`src/hw/ctc_pkg.sv`:
```
package ctc_pkg;

    // ==================================================================
    // register map (byte addresses on the apb bus)
    localparam int         ADDR_W      = 8;
    localparam logic [7:0] ADDR_COUNT  = 8'h00;
    localparam logic [7:0] ADDR_CTRL   = 8'h04;
    localparam logic [7:0] ADDR_STATUS = 8'h08;
    localparam logic [7:0] ADDR_BUFFER = 8'h0c;

    // ==================================================================
    // field positions
    localparam int CTRL_MODE_LSB    = 0;
    localparam int CTRL_STOP_BIT    = 4;
    localparam int CTRL_DEC_BIT     = 5;
    localparam int CTRL_TOG_ON_BIT  = 6;
    localparam int CTRL_TOG_OFF_BIT = 7;
    localparam int CTRL_TOG_RD_BIT  = 8;
    localparam int STATUS_IRQ_BIT   = 0;
    localparam int STATUS_PRE_LSB   = 8;

    // ==================================================================
    // values after reset and counts
    localparam logic [7:0] COUNT_RST = 8'h00;
    localparam logic [7:0] COUNT_ONE = 8'h01;
    localparam logic [4:0] PRESC_RST = 5'h1f;
    localparam logic [4:0] PRESC_END = 5'h00;

    // ==================================================================
    // modes
    typedef enum logic [2:0] {
        MODE_IDLE      = 3'b000,
        MODE_EVENT_ONE = 3'b001,
        MODE_EVENT_TWO = 3'b010,
        MODE_TIMER     = 3'b011,
        MODE_PULSE_ONE = 3'b100,
        MODE_PULSE_TWO = 3'b101
    } ctc_mode_type;

    // decoded command strobes from a register write
    typedef struct packed {
        logic         load;
        logic         stop;
        logic         mode_wr;
        ctc_mode_type mode;
        logic         dec;
        logic         tog_on;
        logic         tog_off;
        logic         irq_clr;
        logic [7:0]   data;
    } ctc_cmd_type;

endpackage : ctc_pkg

```
`src/hw/ctc_timer_counter.sv`:
```
`timescale 1ns/1ps
// Function
// - eight-bit presettable down-counter, modulo the value held in the buffer register
// - software picks source: prescaled pulse, flag one, flag two, or gated pulse
// - count at 01 reloads from buffer, sets interrupt, keeps decrementing
// - preset of zero gives 256 counts before reload and interrupt
// - load writes counter and buffer and clears pending interrupt
// - reading the counter disturbs nothing
// - event mode one: each falling edge of flag one decrements
// - event mode two: each falling edge of flag two decrements
// - timer mode: prescaler steps on pulse rise, each wrap decrements once
// - prescaler held reset outside timer mode and when stopped
// - pulse mode one: pulse rise decrements only while flag one low
// - pulse mode two: pulse rise decrements only while flag two low
// - selected flag returning high halts, clears mode, latches interrupt
// - underflow while flag still low sets interrupt and counting goes on
// - flags stay visible for branch testing in every mode
// - stop command clears the mode and ends all counting except software decrement
// - software decrement counts once; software uses it only when stopped
// - with toggle enabled, q output flips on every count from 01
module ctc_timer_counter (
    input  wire logic                      pclk,
    input  wire logic                      presetn,
    input  wire logic                      psel,
    input  wire logic                      penable,
    input  wire logic                      pwrite,
    input  wire logic [ctc_pkg::ADDR_W-1:0] paddr,
    input  wire logic [31:0]               pwdata,
    output logic      [31:0]               prdata,
    output logic                           pready,
    output logic                           pslverr,
    input  wire logic                      cycle_timing_pulse,
    input  wire logic                      flag_input_one_n,
    input  wire logic                      flag_input_two_n,
    output logic                           flag_one_level,
    output logic                           flag_two_level,
    output logic                           counter_irq,
    output logic                           q_out
);

    // ==================================================================
    // pin synchronisers: a change counts once stages two and three agree
    logic [2:0] pls_sync_q, f1_sync_q, f2_sync_q;
    logic       pls_lvl_q, f1_lvl_q, f2_lvl_q;
    logic       pls_lvl_d, f1_lvl_d, f2_lvl_d;

    // one filter shared by all three pins
    function automatic logic settle(input logic mid, input logic last, input logic held);
        return (mid == last) ? last : held;
    endfunction : settle

    always_comb begin
        pls_lvl_d = settle(pls_sync_q[1], pls_sync_q[2], pls_lvl_q);
        f1_lvl_d  = settle(f1_sync_q[1], f1_sync_q[2], f1_lvl_q);
        f2_lvl_d  = settle(f2_sync_q[1], f2_sync_q[2], f2_lvl_q);
    end

    always_ff @(posedge pclk or negedge presetn) begin
        if (!presetn) begin
            pls_sync_q <= 3'h0;
            f1_sync_q  <= 3'h7;
            f2_sync_q  <= 3'h7;
            pls_lvl_q  <= 1'b0;
            f1_lvl_q   <= 1'b1;
            f2_lvl_q   <= 1'b1;
        end else begin
            pls_sync_q <= {pls_sync_q[1:0], cycle_timing_pulse};
            f1_sync_q  <= {f1_sync_q[1:0], flag_input_one_n};
            f2_sync_q  <= {f2_sync_q[1:0], flag_input_two_n};
            pls_lvl_q  <= pls_lvl_d;
            f1_lvl_q   <= f1_lvl_d;
            f2_lvl_q   <= f2_lvl_d;
        end
    end

    logic pls_rise, f1_fall, f1_rise, f2_fall, f2_rise;
    assign pls_rise = pls_lvl_d & ~pls_lvl_q;
    assign f1_fall  = ~f1_lvl_d & f1_lvl_q;
    assign f1_rise  = f1_lvl_d & ~f1_lvl_q;
    assign f2_fall  = ~f2_lvl_d & f2_lvl_q;
    assign f2_rise  = f2_lvl_d & ~f2_lvl_q;

    // flags pass straight on for branch tests, whatever the mode
    assign flag_one_level = f1_lvl_q;
    assign flag_two_level = f2_lvl_q;

    // ==================================================================
    // apb slave: zero wait states, unmapped addresses answer with pslverr
    logic        access, wr_access, rd_setup, mapped;
    logic [31:0] prdata_d, prdata_q;
    ctc_pkg::ctc_cmd_type cmd;

    assign access    = psel & penable;
    assign wr_access = access & pwrite;
    assign rd_setup  = psel & ~penable & ~pwrite;
    assign mapped    = (paddr == ctc_pkg::ADDR_COUNT) || (paddr == ctc_pkg::ADDR_CTRL)
                    || (paddr == ctc_pkg::ADDR_STATUS) || (paddr == ctc_pkg::ADDR_BUFFER);
    assign pready    = 1'b1;
    assign pslverr   = access & ~mapped;
    assign prdata    = prdata_q;

    // one write cycle decodes into one-cycle command strobes
    always_comb begin
        cmd         = '0;
        cmd.data    = pwdata[7:0];
        cmd.mode    = ctc_pkg::MODE_IDLE;
        if (wr_access && paddr == ctc_pkg::ADDR_COUNT) begin
            cmd.load = 1'b1;
        end
        if (wr_access && paddr == ctc_pkg::ADDR_CTRL) begin
            cmd.stop    = pwdata[ctc_pkg::CTRL_STOP_BIT];
            cmd.dec     = pwdata[ctc_pkg::CTRL_DEC_BIT];
            cmd.tog_on  = pwdata[ctc_pkg::CTRL_TOG_ON_BIT];
            cmd.tog_off = pwdata[ctc_pkg::CTRL_TOG_OFF_BIT];
            cmd.mode_wr = 1'b1;
            if (pwdata[ctc_pkg::CTRL_MODE_LSB +: 3] <= 3'h5) begin
                cmd.mode = ctc_pkg::ctc_mode_type'(pwdata[ctc_pkg::CTRL_MODE_LSB +: 3]);
            end
        end
        if (wr_access && paddr == ctc_pkg::ADDR_STATUS) begin
            cmd.irq_clr = pwdata[ctc_pkg::STATUS_IRQ_BIT];
        end
    end

    // ==================================================================
    // counter core
    logic [7:0]            cnt_q, cnt_d, buf_q, buf_d;
    logic [4:0]            presc_q, presc_d;
    ctc_pkg::ctc_mode_type mode_q, mode_d;
    logic                  irq_q, irq_d, tog_en_q, tog_en_d, q_q, q_d;
    logic                  mode_ev, count_ev, terminal, pw_end, irq_set;

    always_comb begin
        unique case (mode_q)
            ctc_pkg::MODE_EVENT_ONE: mode_ev = f1_fall;
            ctc_pkg::MODE_EVENT_TWO: mode_ev = f2_fall;
            ctc_pkg::MODE_TIMER:     mode_ev = pls_rise && presc_q == ctc_pkg::PRESC_END;
            ctc_pkg::MODE_PULSE_ONE: mode_ev = pls_rise && !f1_lvl_q;
            ctc_pkg::MODE_PULSE_TWO: mode_ev = pls_rise && !f2_lvl_q;
            default:                 mode_ev = 1'b0;
        endcase
        pw_end = (mode_q == ctc_pkg::MODE_PULSE_ONE && f1_rise)
              || (mode_q == ctc_pkg::MODE_PULSE_TWO && f2_rise);
        // software decrement may collide with a mode event; software avoids it
        count_ev = (mode_ev | cmd.dec) & ~cmd.load;
        terminal = count_ev && cnt_q == ctc_pkg::COUNT_ONE;
        // underflow in pulse modes sets the flag but leaves the mode running
        irq_set  = terminal | pw_end;
    end

    always_comb begin
        cnt_d    = cnt_q;
        buf_d    = buf_q;
        mode_d   = mode_q;
        presc_d  = presc_q;
        tog_en_d = tog_en_q;
        q_d      = q_q;
        // reload from buffer at 01; 00 simply wraps, giving 256 counts
        if (cmd.load) begin
            cnt_d = cmd.data;
            buf_d = cmd.data;
        end else if (terminal) begin
            cnt_d = buf_q;
        end else if (count_ev) begin
            cnt_d = cnt_q - 8'h01;
        end
        if (cmd.mode_wr) begin
            mode_d = cmd.mode;
        end
        if (cmd.stop || pw_end) begin
            mode_d = ctc_pkg::MODE_IDLE;
        end
        if (mode_q != ctc_pkg::MODE_TIMER || mode_d != ctc_pkg::MODE_TIMER) begin
            presc_d = ctc_pkg::PRESC_RST;
        end else if (pls_rise) begin
            presc_d = presc_q - 5'h01;
        end
        if (cmd.tog_on) begin
            tog_en_d = 1'b1;
        end else if (cmd.tog_off) begin
            tog_en_d = 1'b0;
        end
        if (terminal && tog_en_q) begin
            q_d = ~q_q;
        end
        // a set in the clearing cycle wins
        irq_d = (irq_q & ~cmd.load & ~cmd.irq_clr) | irq_set;
    end

    // reads only capture data; no state above looks at rd_setup
    always_comb begin
        prdata_d = prdata_q;
        if (rd_setup) begin
            prdata_d = 32'h0000_0000;
            unique case (paddr)
                ctc_pkg::ADDR_COUNT:  prdata_d[7:0] = cnt_q;
                ctc_pkg::ADDR_CTRL: begin
                    prdata_d[ctc_pkg::CTRL_MODE_LSB +: 3]  = mode_q;
                    prdata_d[ctc_pkg::CTRL_TOG_RD_BIT]     = tog_en_q;
                end
                ctc_pkg::ADDR_STATUS: begin
                    prdata_d[ctc_pkg::STATUS_IRQ_BIT]      = irq_q;
                    prdata_d[ctc_pkg::STATUS_PRE_LSB +: 5] = presc_q;
                end
                ctc_pkg::ADDR_BUFFER: prdata_d[7:0] = buf_q;
                default:              prdata_d = 32'h0000_0000;
            endcase
        end
    end

    always_ff @(posedge pclk or negedge presetn) begin
        if (!presetn) begin
            cnt_q    <= ctc_pkg::COUNT_RST;
            buf_q    <= ctc_pkg::COUNT_RST;
            presc_q  <= ctc_pkg::PRESC_RST;
            mode_q   <= ctc_pkg::MODE_IDLE;
            irq_q    <= 1'b0;
            tog_en_q <= 1'b0;
            q_q      <= 1'b0;
            prdata_q <= 32'h0000_0000;
        end else begin
            cnt_q    <= cnt_d;
            buf_q    <= buf_d;
            presc_q  <= presc_d;
            mode_q   <= mode_d;
            irq_q    <= irq_d;
            tog_en_q <= tog_en_d;
            q_q      <= q_d;
            prdata_q <= prdata_d;
        end
    end

    assign counter_irq = irq_q;
    assign q_out       = q_q;

    // ==================================================================
    // assertions
    a_load_both_regs: assert property (@(posedge pclk) disable iff (!presetn)
        cmd.load |=> cnt_q == $past(pwdata[7:0]) && buf_q == $past(pwdata[7:0]))
        else $error("load did not reach counter and buffer");

    a_load_clears_irq: assert property (@(posedge pclk) disable iff (!presetn)
        (cmd.load && !pw_end) |=> !irq_q)
        else $error("load left interrupt pending");

    a_reload_at_one: assert property (@(posedge pclk) disable iff (!presetn)
        (count_ev && cnt_q == 8'h01) |=> cnt_q == $past(buf_q) && irq_q)
        else $error("no reload or interrupt at terminal count");

    a_zero_full_span: assert property (@(posedge pclk) disable iff (!presetn)
        (count_ev && cnt_q == 8'h00 && !pw_end && !cmd.irq_clr)
        |=> cnt_q == 8'hff && irq_q == $past(irq_q))
        else $error("zero preset did not wrap to ff");

    a_presc_held: assert property (@(posedge pclk) disable iff (!presetn)
        (mode_q != ctc_pkg::MODE_TIMER) |=> presc_q == 5'h1f)
        else $error("prescaler ran outside timer mode");

    a_timer_no_early: assert property (@(posedge pclk) disable iff (!presetn)
        (mode_q == ctc_pkg::MODE_TIMER && presc_q != 5'h00 && !cmd.dec && !cmd.load)
        |=> cnt_q == $past(cnt_q))
        else $error("timer counted before prescaler wrap");

    a_event_one_dec: assert property (@(posedge pclk) disable iff (!presetn)
        (mode_q == ctc_pkg::MODE_EVENT_ONE && f1_fall && cnt_q > 8'h01 && !cmd.load && !cmd.dec)
        |=> cnt_q == $past(cnt_q) - 8'h01)
        else $error("flag one fall did not decrement");

    a_pulse_end: assert property (@(posedge pclk) disable iff (!presetn)
        (mode_q == ctc_pkg::MODE_PULSE_ONE && f1_rise) |=> mode_q == ctc_pkg::MODE_IDLE && irq_q)
        else $error("pulse end did not halt and flag");

    a_stop_idle: assert property (@(posedge pclk) disable iff (!presetn)
        cmd.stop |=> mode_q == ctc_pkg::MODE_IDLE ##1 (!mode_ev || cmd.mode_wr))
        else $error("stop left a mode active");

    a_read_quiet: assert property (@(posedge pclk) disable iff (!presetn)
        (psel && !pwrite && !count_ev && !pw_end && !cmd.load)
        |=> cnt_q == $past(cnt_q) && mode_q == $past(mode_q) && irq_q == $past(irq_q))
        else $error("read disturbed counter state");

    a_toggle_q: assert property (@(posedge pclk) disable iff (!presetn)
        (count_ev && cnt_q == 8'h01 && tog_en_q) |=> q_out != $past(q_out))
        else $error("q did not toggle at terminal count");

    a_event_two_dec: assert property (@(posedge pclk) disable iff (!presetn)
        (mode_q == ctc_pkg::MODE_EVENT_TWO && f2_fall && cnt_q > 8'h01 && !cmd.load && !cmd.dec)
        |=> cnt_q == $past(cnt_q) - 8'h01)
        else $error("flag two fall did not decrement");

    a_pulse_two_end: assert property (@(posedge pclk) disable iff (!presetn)
        (mode_q == ctc_pkg::MODE_PULSE_TWO && f2_rise) |=> mode_q == ctc_pkg::MODE_IDLE && irq_q)
        else $error("pulse two end did not halt and flag");

    a_pulse_gate_one: assert property (@(posedge pclk) disable iff (!presetn)
        (mode_q == ctc_pkg::MODE_PULSE_ONE && f1_lvl_q && !cmd.dec && !cmd.load)
        |=> cnt_q == $past(cnt_q))
        else $error("pulse mode counted with flag one high");

endmodule : ctc_timer_counter

```
`config.mk`:
```
export PLATFORM = sky130hd
export DESIGN_NAME = ctc_timer_counter
export DESIGN_NICKNAME = d
export VERILOG_FILES = /design/src/hw/ctc_pkg.sv /design/src/hw/ctc_timer_counter.sv
export SDC_FILE = /design/constraint.sdc
export NUM_CORES = 1
export LEC_CHECK = 0
export BUFFER_PORTS_ARGS = -buffer_cell sky130_fd_sc_hd__clkbuf_2
export CAP_MARGIN = 25
export CORE_MARGIN = 1
export CORE_UTILIZATION = 50
export DETAILED_ROUTE_END_ITERATION = 6
export GPL_TIMING_DRIVEN = 1
export PLACE_DENSITY = 0.78
export SLEW_MARGIN = 20
export SYNTH_ARGS = -nofsm -noshare
export SYNTH_HDL_FRONTEND = slang
export SYNTH_SLANG_ARGS = --single-unit
```
`constraint.sdc`:
```
create_clock -name pclk -period 2.47 [get_ports pclk]
set_clock_uncertainty 0.15 [all_clocks]
set_input_delay 0.3705 -clock pclk [delete_from_list [all_inputs] [get_ports pclk]]
set_output_delay 0.3705 -clock pclk [all_outputs]
set_load 0.05 [all_outputs]
```
After elaboration in Yosys (flattened, before gate mapping)
Cells that the tools add are included.
{"block": "totals", "register_bits": 52, "in_bits": 48, "output_inout_bits": 38}
{"block": "op_classes", "n_addsub": 2, "order_cmp": 1, "n_eq_ne": 14, "muxes": 22, "bitwise_logic": 27, "reduce_logical": 23}
{"operator": "$mux 8", "n": 4}
{"operator": "$eq 8x4->1 const B", "n": 2}
{"operator": "$and 1x1->1", "n": 13}
{"operator": "$not 1->1", "n": 11}
{"operator": "$logic_and 1x1->1", "n": 10}
{"operator": "$mux 5", "n": 2}
{"operator": "$pmux 5 s2", "n": 1}
{"operator": "$mux 3", "n": 3}
{"operator": "$eq 8x1->1 const B", "n": 1}
{"operator": "$eq 8x3->1 const B", "n": 1}
{"operator": "$logic_not 8->1", "n": 1}
{"operator": "$sub 8x1->8 const B", "n": 1}
{"operator": "$mux 1", "n": 7}
{"operator": "$eq 3x2->1 const B", "n": 2}
{"operator": "$eq 3x3->1 const B", "n": 2}
{"operator": "$logic_or 1x1->1", "n": 6}
{"operator": "$ne 3x2->1 const B", "n": 2}
{"operator": "$pmux 2 s3", "n": 1}
{"operator": "$logic_not 5->1", "n": 1}
{"operator": "$pmux 1 s5", "n": 1}
{"operator": "$sub 5x1->5 const B", "n": 1}
{"operator": "$mux 4", "n": 1}
{"operator": "$pmux 1 s4", "n": 1}
{"operator": "$reduce_bool 2->1", "n": 2}
{"operator": "7 further kinds", "n": 12}

Logic depth before layout (Yosys ltp)
{"block": "depth", "depth_word": 10, "mapped_depth": 9, "ltp_nobuf": 8}

Worst setup path after synthesis
Ideal clock, no wire load.
{"block": "synth_timing", "path_type": "register -> register", "start": "register f2_lvl_q (netlist: flag_two_level)", "end": "register q_q (netlist: q_out)", "setup_ns": 0.140, "arrival_ns": 1.964, "required_time_ns": 2.180, "slack_ns": 0.216, "path_stages_with_launch": 7, "path_buffers": 1, "period_less_slack_ns": 2.254, "path_cell_list": "dfstp_2 or4bb_1 o31ai_1 a211o_4 buf_12 nand4_1 xnor2_1"}
{"block": "synth_via", "elab_chain_cells": 8}
{"element": "from (decl)", "line_no": "ctc_timer_counter.sv:44", "rtl": "logic pls_lvl_q, f1_lvl_q, f2_lvl_q;"}
{"element": "from (signal assigned)", "line_no": "ctc_timer_counter.sv:72", "rtl": "f2_lvl_q <= f2_lvl_d;"}
{"element": "$mux 1", "line_no": "ctc_timer_counter.sv:49", "rtl": "return (mid == last) ? last : held;"}
{"element": "$not 1->1", "line_no": "ctc_timer_counter.sv:80", "rtl": "assign f2_fall = ~f2_lvl_d & f2_lvl_q;"}
{"element": "$and 1x1->1", "line_no": "ctc_timer_counter.sv:80"}
{"element": "$pmux 1 s5 (*)", "line_no": "ctc_timer_counter.sv:134", "rtl": "unique case (mode_q)"}
{"element": "$or 1x1->1 (*)", "line_no": "ctc_timer_counter.sv:145", "rtl": "count_ev = (mode_ev | cmd.dec) & ~cmd.load;"}
{"element": "$and 1x1->1 (*)", "line_no": "ctc_timer_counter.sv:145"}
{"element": "$logic_and 1x1->1 (*)", "line_no": "ctc_timer_counter.sv:146", "rtl": "terminal = count_ev && cnt_q == ctc_pkg::COUNT_ONE;"}
{"element": "$logic_and 1x1->1 (*)", "line_no": "ctc_timer_counter.sv:183", "rtl": "if (terminal && tog_en_q) begin"}
{"element": "to (signal assigned)", "line_no": "ctc_timer_counter.sv:228", "rtl": "q_q <= q_d;"}
{"element": "to (decl)", "line_no": "ctc_timer_counter.sv:130", "rtl": "logic irq_q, irq_d, tog_en_q, tog_en_d, q_q, q_d;"}
Mark *: on every way between the ends. The rest lies on a longest branch, timed or not.
A chain may end at the register's enable or synchronous reset.

Final worst setup path
{"block": "layout_timing", "start": "register cnt_q[1]", "end": "register cnt_q[0]"}
{"block": "layout_via", "elab_chain_cells": 4}
{"element": "from (decl)", "line_no": "ctc_timer_counter.sv:127", "rtl": "logic [7:0] cnt_q, cnt_d, buf_q, buf_d;"}
{"element": "from (signal assigned)", "line_no": "ctc_timer_counter.sv:213", "rtl": "cnt_q <= ctc_pkg::COUNT_RST;"}
{"element": "from (signal assigned)", "line_no": "ctc_timer_counter.sv:222", "rtl": "cnt_q <= cnt_d;"}
{"element": "$eq 8x1->1 (*)", "line_no": "ctc_timer_counter.sv:146"}
{"element": "$logic_and 1x1->1 (*)", "line_no": "ctc_timer_counter.sv:146"}
{"element": "$mux 8", "line_no": "ctc_timer_counter.sv:162", "rtl": "end else if (terminal) begin"}
{"element": "$mux 8", "line_no": "ctc_timer_counter.sv:159", "rtl": "if (cmd.load) begin"}
Marks and branches as above.

==> summary.md <==
| Metric | Value |
|---|---|
| Row Count | `26` |
| Die X | `approximately 76 µm` |
| CP startpoint kind | `register` |
| Grt ovf | `0` |
| YS warnings | `0` |
| EDFF count, synth | `0` |
| Syn Inst Count | `289` |
| Main area contributors after synthesis | `dfrtp_1 (35%), dfstp_2 (12%), nand2_1 (7.7%), buf_4 (5.4%), nor2_1 (3.4%)` |
| Data arrival, critical path | `2.31 ns` |
| CP Max Fanout | `10` |
| Total GRT Usage | `20.7%` |
| Slew headroom | `58.4%` |
| Slew Limit Fails | `0` |
| Main synth FF type | `dfrtp_1` |
| HPWL reported at the end of detailed placement | `about 4200 µm` |
| Design Area, Final | `3100 µm²` |
| Layout Nets | `just under 400` |
| RSZ-0062 raised after global routing | `false` |
| P&R area growth vs syn | `12.0%` |
| Finish-stage setup viols | `0` |
| Required @ worst endpoint | `2.55 ns` |
| Comb pwr share | `a little over a fifth` |
| Worst path slowest cell | `and2_1` |
| Pin count of the biggest net entering global routing | `53` |
| Sw frac | `30.3%` |
| TritonCTS clock tree | `built` |
| Share of cells above drive strength 1 | `22.9%` |
| Synth top area share | `35.3%` |
| Placement Cell Area | `~3000 µm²` |
| First-pass GRT wire length | `9510 µm` |
| Htree depth | `2` |
| #FFs+latches synth | `52` |
| Starting Density | `~53%` |
| Tightest Pin Transition | `0.624 ns` |
| Post-synth top area cell | `dfrtp_1` |
| Number of nets still failing antenna checks after routing | `0` |
| Critical path endpoint category | `register` |
| Commonest non-fill, non-tap cell in the layout | `nand2_1` |
| CP Class | `register to register` |
| CTS Buffer Depth | `2` |
| Core region area | `5200 µm²` |
| Number of global-route vias before repair | `approximately 2k` |
| Vias per cell | `about 5.3` |
| Skew-Pair Late Insertion Delay | `0.30 ns` |
| Number of CTS-inserted buffers | `5` |
| Critical Path Source | `cnt_q[1]` |
| # IOs | `86` |
| Sequential power share | `49.5%` |
| Register area share after synthesis | `47.7%` |
| Hold Path Class | `primary input to asynchronous set/reset pin` |
| Maxcap violations | `0` |
| Fillers | `456` |
| Cell breakdown of the critical path | `inv_1 > ha_1 > nor4b_1 > and2_1 > nand2_1 > a31o_2 > o21ai_0` |
| Die H | `76.4 µm` |
| Vias after detailed routing | `2164` |
| Worst hold slack | `0.0199 ns` |
| Average wire per standard cell | `14.0 µm` |
| Slowest stage delay, CP | `0.42 ns` |
| Post-Synthesis Cell Area | `2760 µm²` |
| Post_cts resized | `0` |
| Syn avg cell area | `9.56 µm²` |
| Static Leakage | `1.51 nW` |
| Async SR Flop Fraction | `100%` |
| Min Tclk post-route | `~2.2 ns` |
| DRC | `0` |
| Placer Congestion | `a little under 0.9` |
| Initial antenna violation count | `0` |
| Status | `finished clean` |
| Place WS | `about 0.22 ns` |
| Final Cycle Share | `90.1%` |
| Internal Power | `1.33 mW` |
| P_sw | `about 580 µW` |
| Root Driver | `clkbuf_8` |
| Wirelength, routed | `5680 µm` |
| FMAX | `0.449 GHz` |
| PnR worst setup slack | `roughly 0.24 ns` |
| Yosys cell types | `between 40 and 50` |
| PD cells | `617 nW/µm²` |
| Port Buffers | `a little over 40` |
| Fin Setup TNS | `0 ns` |
| Initial DRC count | `163` |
| Drt pass-1 iters | `4` |
| Diode count | `0` |
| Final core occ | `59.5%` |
| Die ar. | `5830 µm²` |
| R2r startpoint | `cnt_q[1]` |
| Clock transition at path regs | `0.09 ns` |
| Final Hold Viols | `0` |
| Clock network fraction of total power | `around 30%` |
| Peak supply drop | `approximately 0.40 mV` |
| Clock sinks | `52` |
| Most frequent cells in the layout | `nand2_1 (57), clkbuf_2 (41), dfrtp_1 (39)` |
[worst paths after layout]
kind / to / slack, ns / cells after the start
setup reg to reg: cnt_q[0] / 0.24 / 7
hold reg to reg: pls_sync_q[1] / 0.21 / 0
min in group pclk: pls_sync_q[0] / 0.03 / 1
max in group asynchronous: buf_q[5] / 1.73 / 2
hold / removal: buf_q[0] / 0.02 / 2
setup / recovery: cnt_q[0] / 0.24 / 7
[kinds of logic (layout without fill, tap and decap cells)]
logic type | after synthesis | after routing | share of synthesized area, %
AO/OA/AOI/OAI | 51 | 51 | 12.6
XOR/XNOR | 7 | 7 | 2.22
adder cells (fa/ha/maj) | 6 | 6 | 2.54
buffers and inverters | 36 | 65 | 8.60
flip-flops | 52 | 52 | 47.7
multiplexers | 9 | 9 | 3.71
other | 2 | 20 | 0.272
AND/OR/NAND/NOR | 126 | 126 | 22.4
[layout make-up]
| class | count | area (µm²) | share of cell area (%) |
|---|---|---|---|
| Clock inverter | 1 | 30.0 | 0.970 |
| Multi-Input combinational cell | 219 | 1280 | 41.2 |
| Sequential cell | 52 | 1320 | 42.6 |
| Timing Repair Buffer | 51 | 285 | 9.22 |
| Clock buffer | 7 | 76.3 | 2.47 |
| Tap cell | 70 | 87.6 | 2.83 |
| Inverter | 6 | 22.5 | 0.728 |
[flip-flops by register name, summed over array words and instances, names as in the netlist]
| signal | cells |
|---|---|
| cnt_q | 8 |
| buf_q | 8 |
| prdata | 13 |
| counter_irq | 1 |
| flag_two_level | 1 |
| pls_sync_q | 3 |
| pls_lvl_q | 1 |
| f1_sync_q | 3 |
| presc_q | 5 |
| mode_q | 3 |
| flag_one_level | 1 |
| f2_sync_q | 3 |
| q_out | 1 |
| tog_en_q | 1 |
[stage by stage]
step,std cells,power [mW]
finish,406,1.91
global route,406,2.00
CTS,406,1.92
detailed placement,396,1.36
global placement,396,1.35
floorplan,307,1.27
[synth_stat cells, types with 2 or more instances]
cell type / n
a21o_1: 2
a21oi_1: 7
a221oi_1: 5
a22o_1: 6
a31o_2: 3
a31oi_1: 4
and2_1: 3
and3_1: 5
buf_2: 3
buf_4: 20
clkbuf_1: 5
conb_1: 2
dfrtp_1: 39
dfstp_2: 13
ha_1: 4
inv_1: 6
maj3_1: 2
mux2i_1: 8
nand2_1: 57
nand3_1: 5
nand3b_1: 4
nor2_1: 25
nor2b_1: 6
nor3_1: 4
nor4_1: 2
nor4b_1: 4
o211ai_1: 2
o21ai_0: 14
o21ai_1: 3
o31ai_1: 2
or2_2: 2
xnor2_1: 6
[repair_timing]
action / 4_1_cts / 5_1_grt
buffers inserted: 0 / 0
endpoints found under the setup margin: 0 / 0
hold buffers: 2 / 0
endpoints found under the hold margin: 2 / 0
[worst max-delay path: cells and delay by family (launching register included)]
kind	cells	cell delay (ns)
AO/OA/AOI/OAI	2	0.37
AND/OR/NAND/NOR	3	0.93
flip-flops	1	0.41
adder cells (fa/ha/maj)	1	0.18
buffers and inverters	1	0.12
[power by group through the flow]
stage | Clock, mW | Sequential, mW | Combinational (mW)
2_1_floorplan | 0 | 1.01 | 0.260
3_3_place_gp | 0 | 0.958 | 0.387
3_5_place_dp | 0 | 0.961 | 0.396
4_1_cts | 0.579 | 0.945 | 0.400
5_1_grt | 0.611 | 0.952 | 0.437
6_report | 0.564 | 0.945 | 0.401
[layer usage]
metal / share of wire [%] / track usage [%]
met5: 0 / 0
met4: 1.9 / 9.23
met3: 7.5 / 4.07
met2: 45 / 30.6
met1: 45 / 29.5
(Power assumes the default switching activity.)
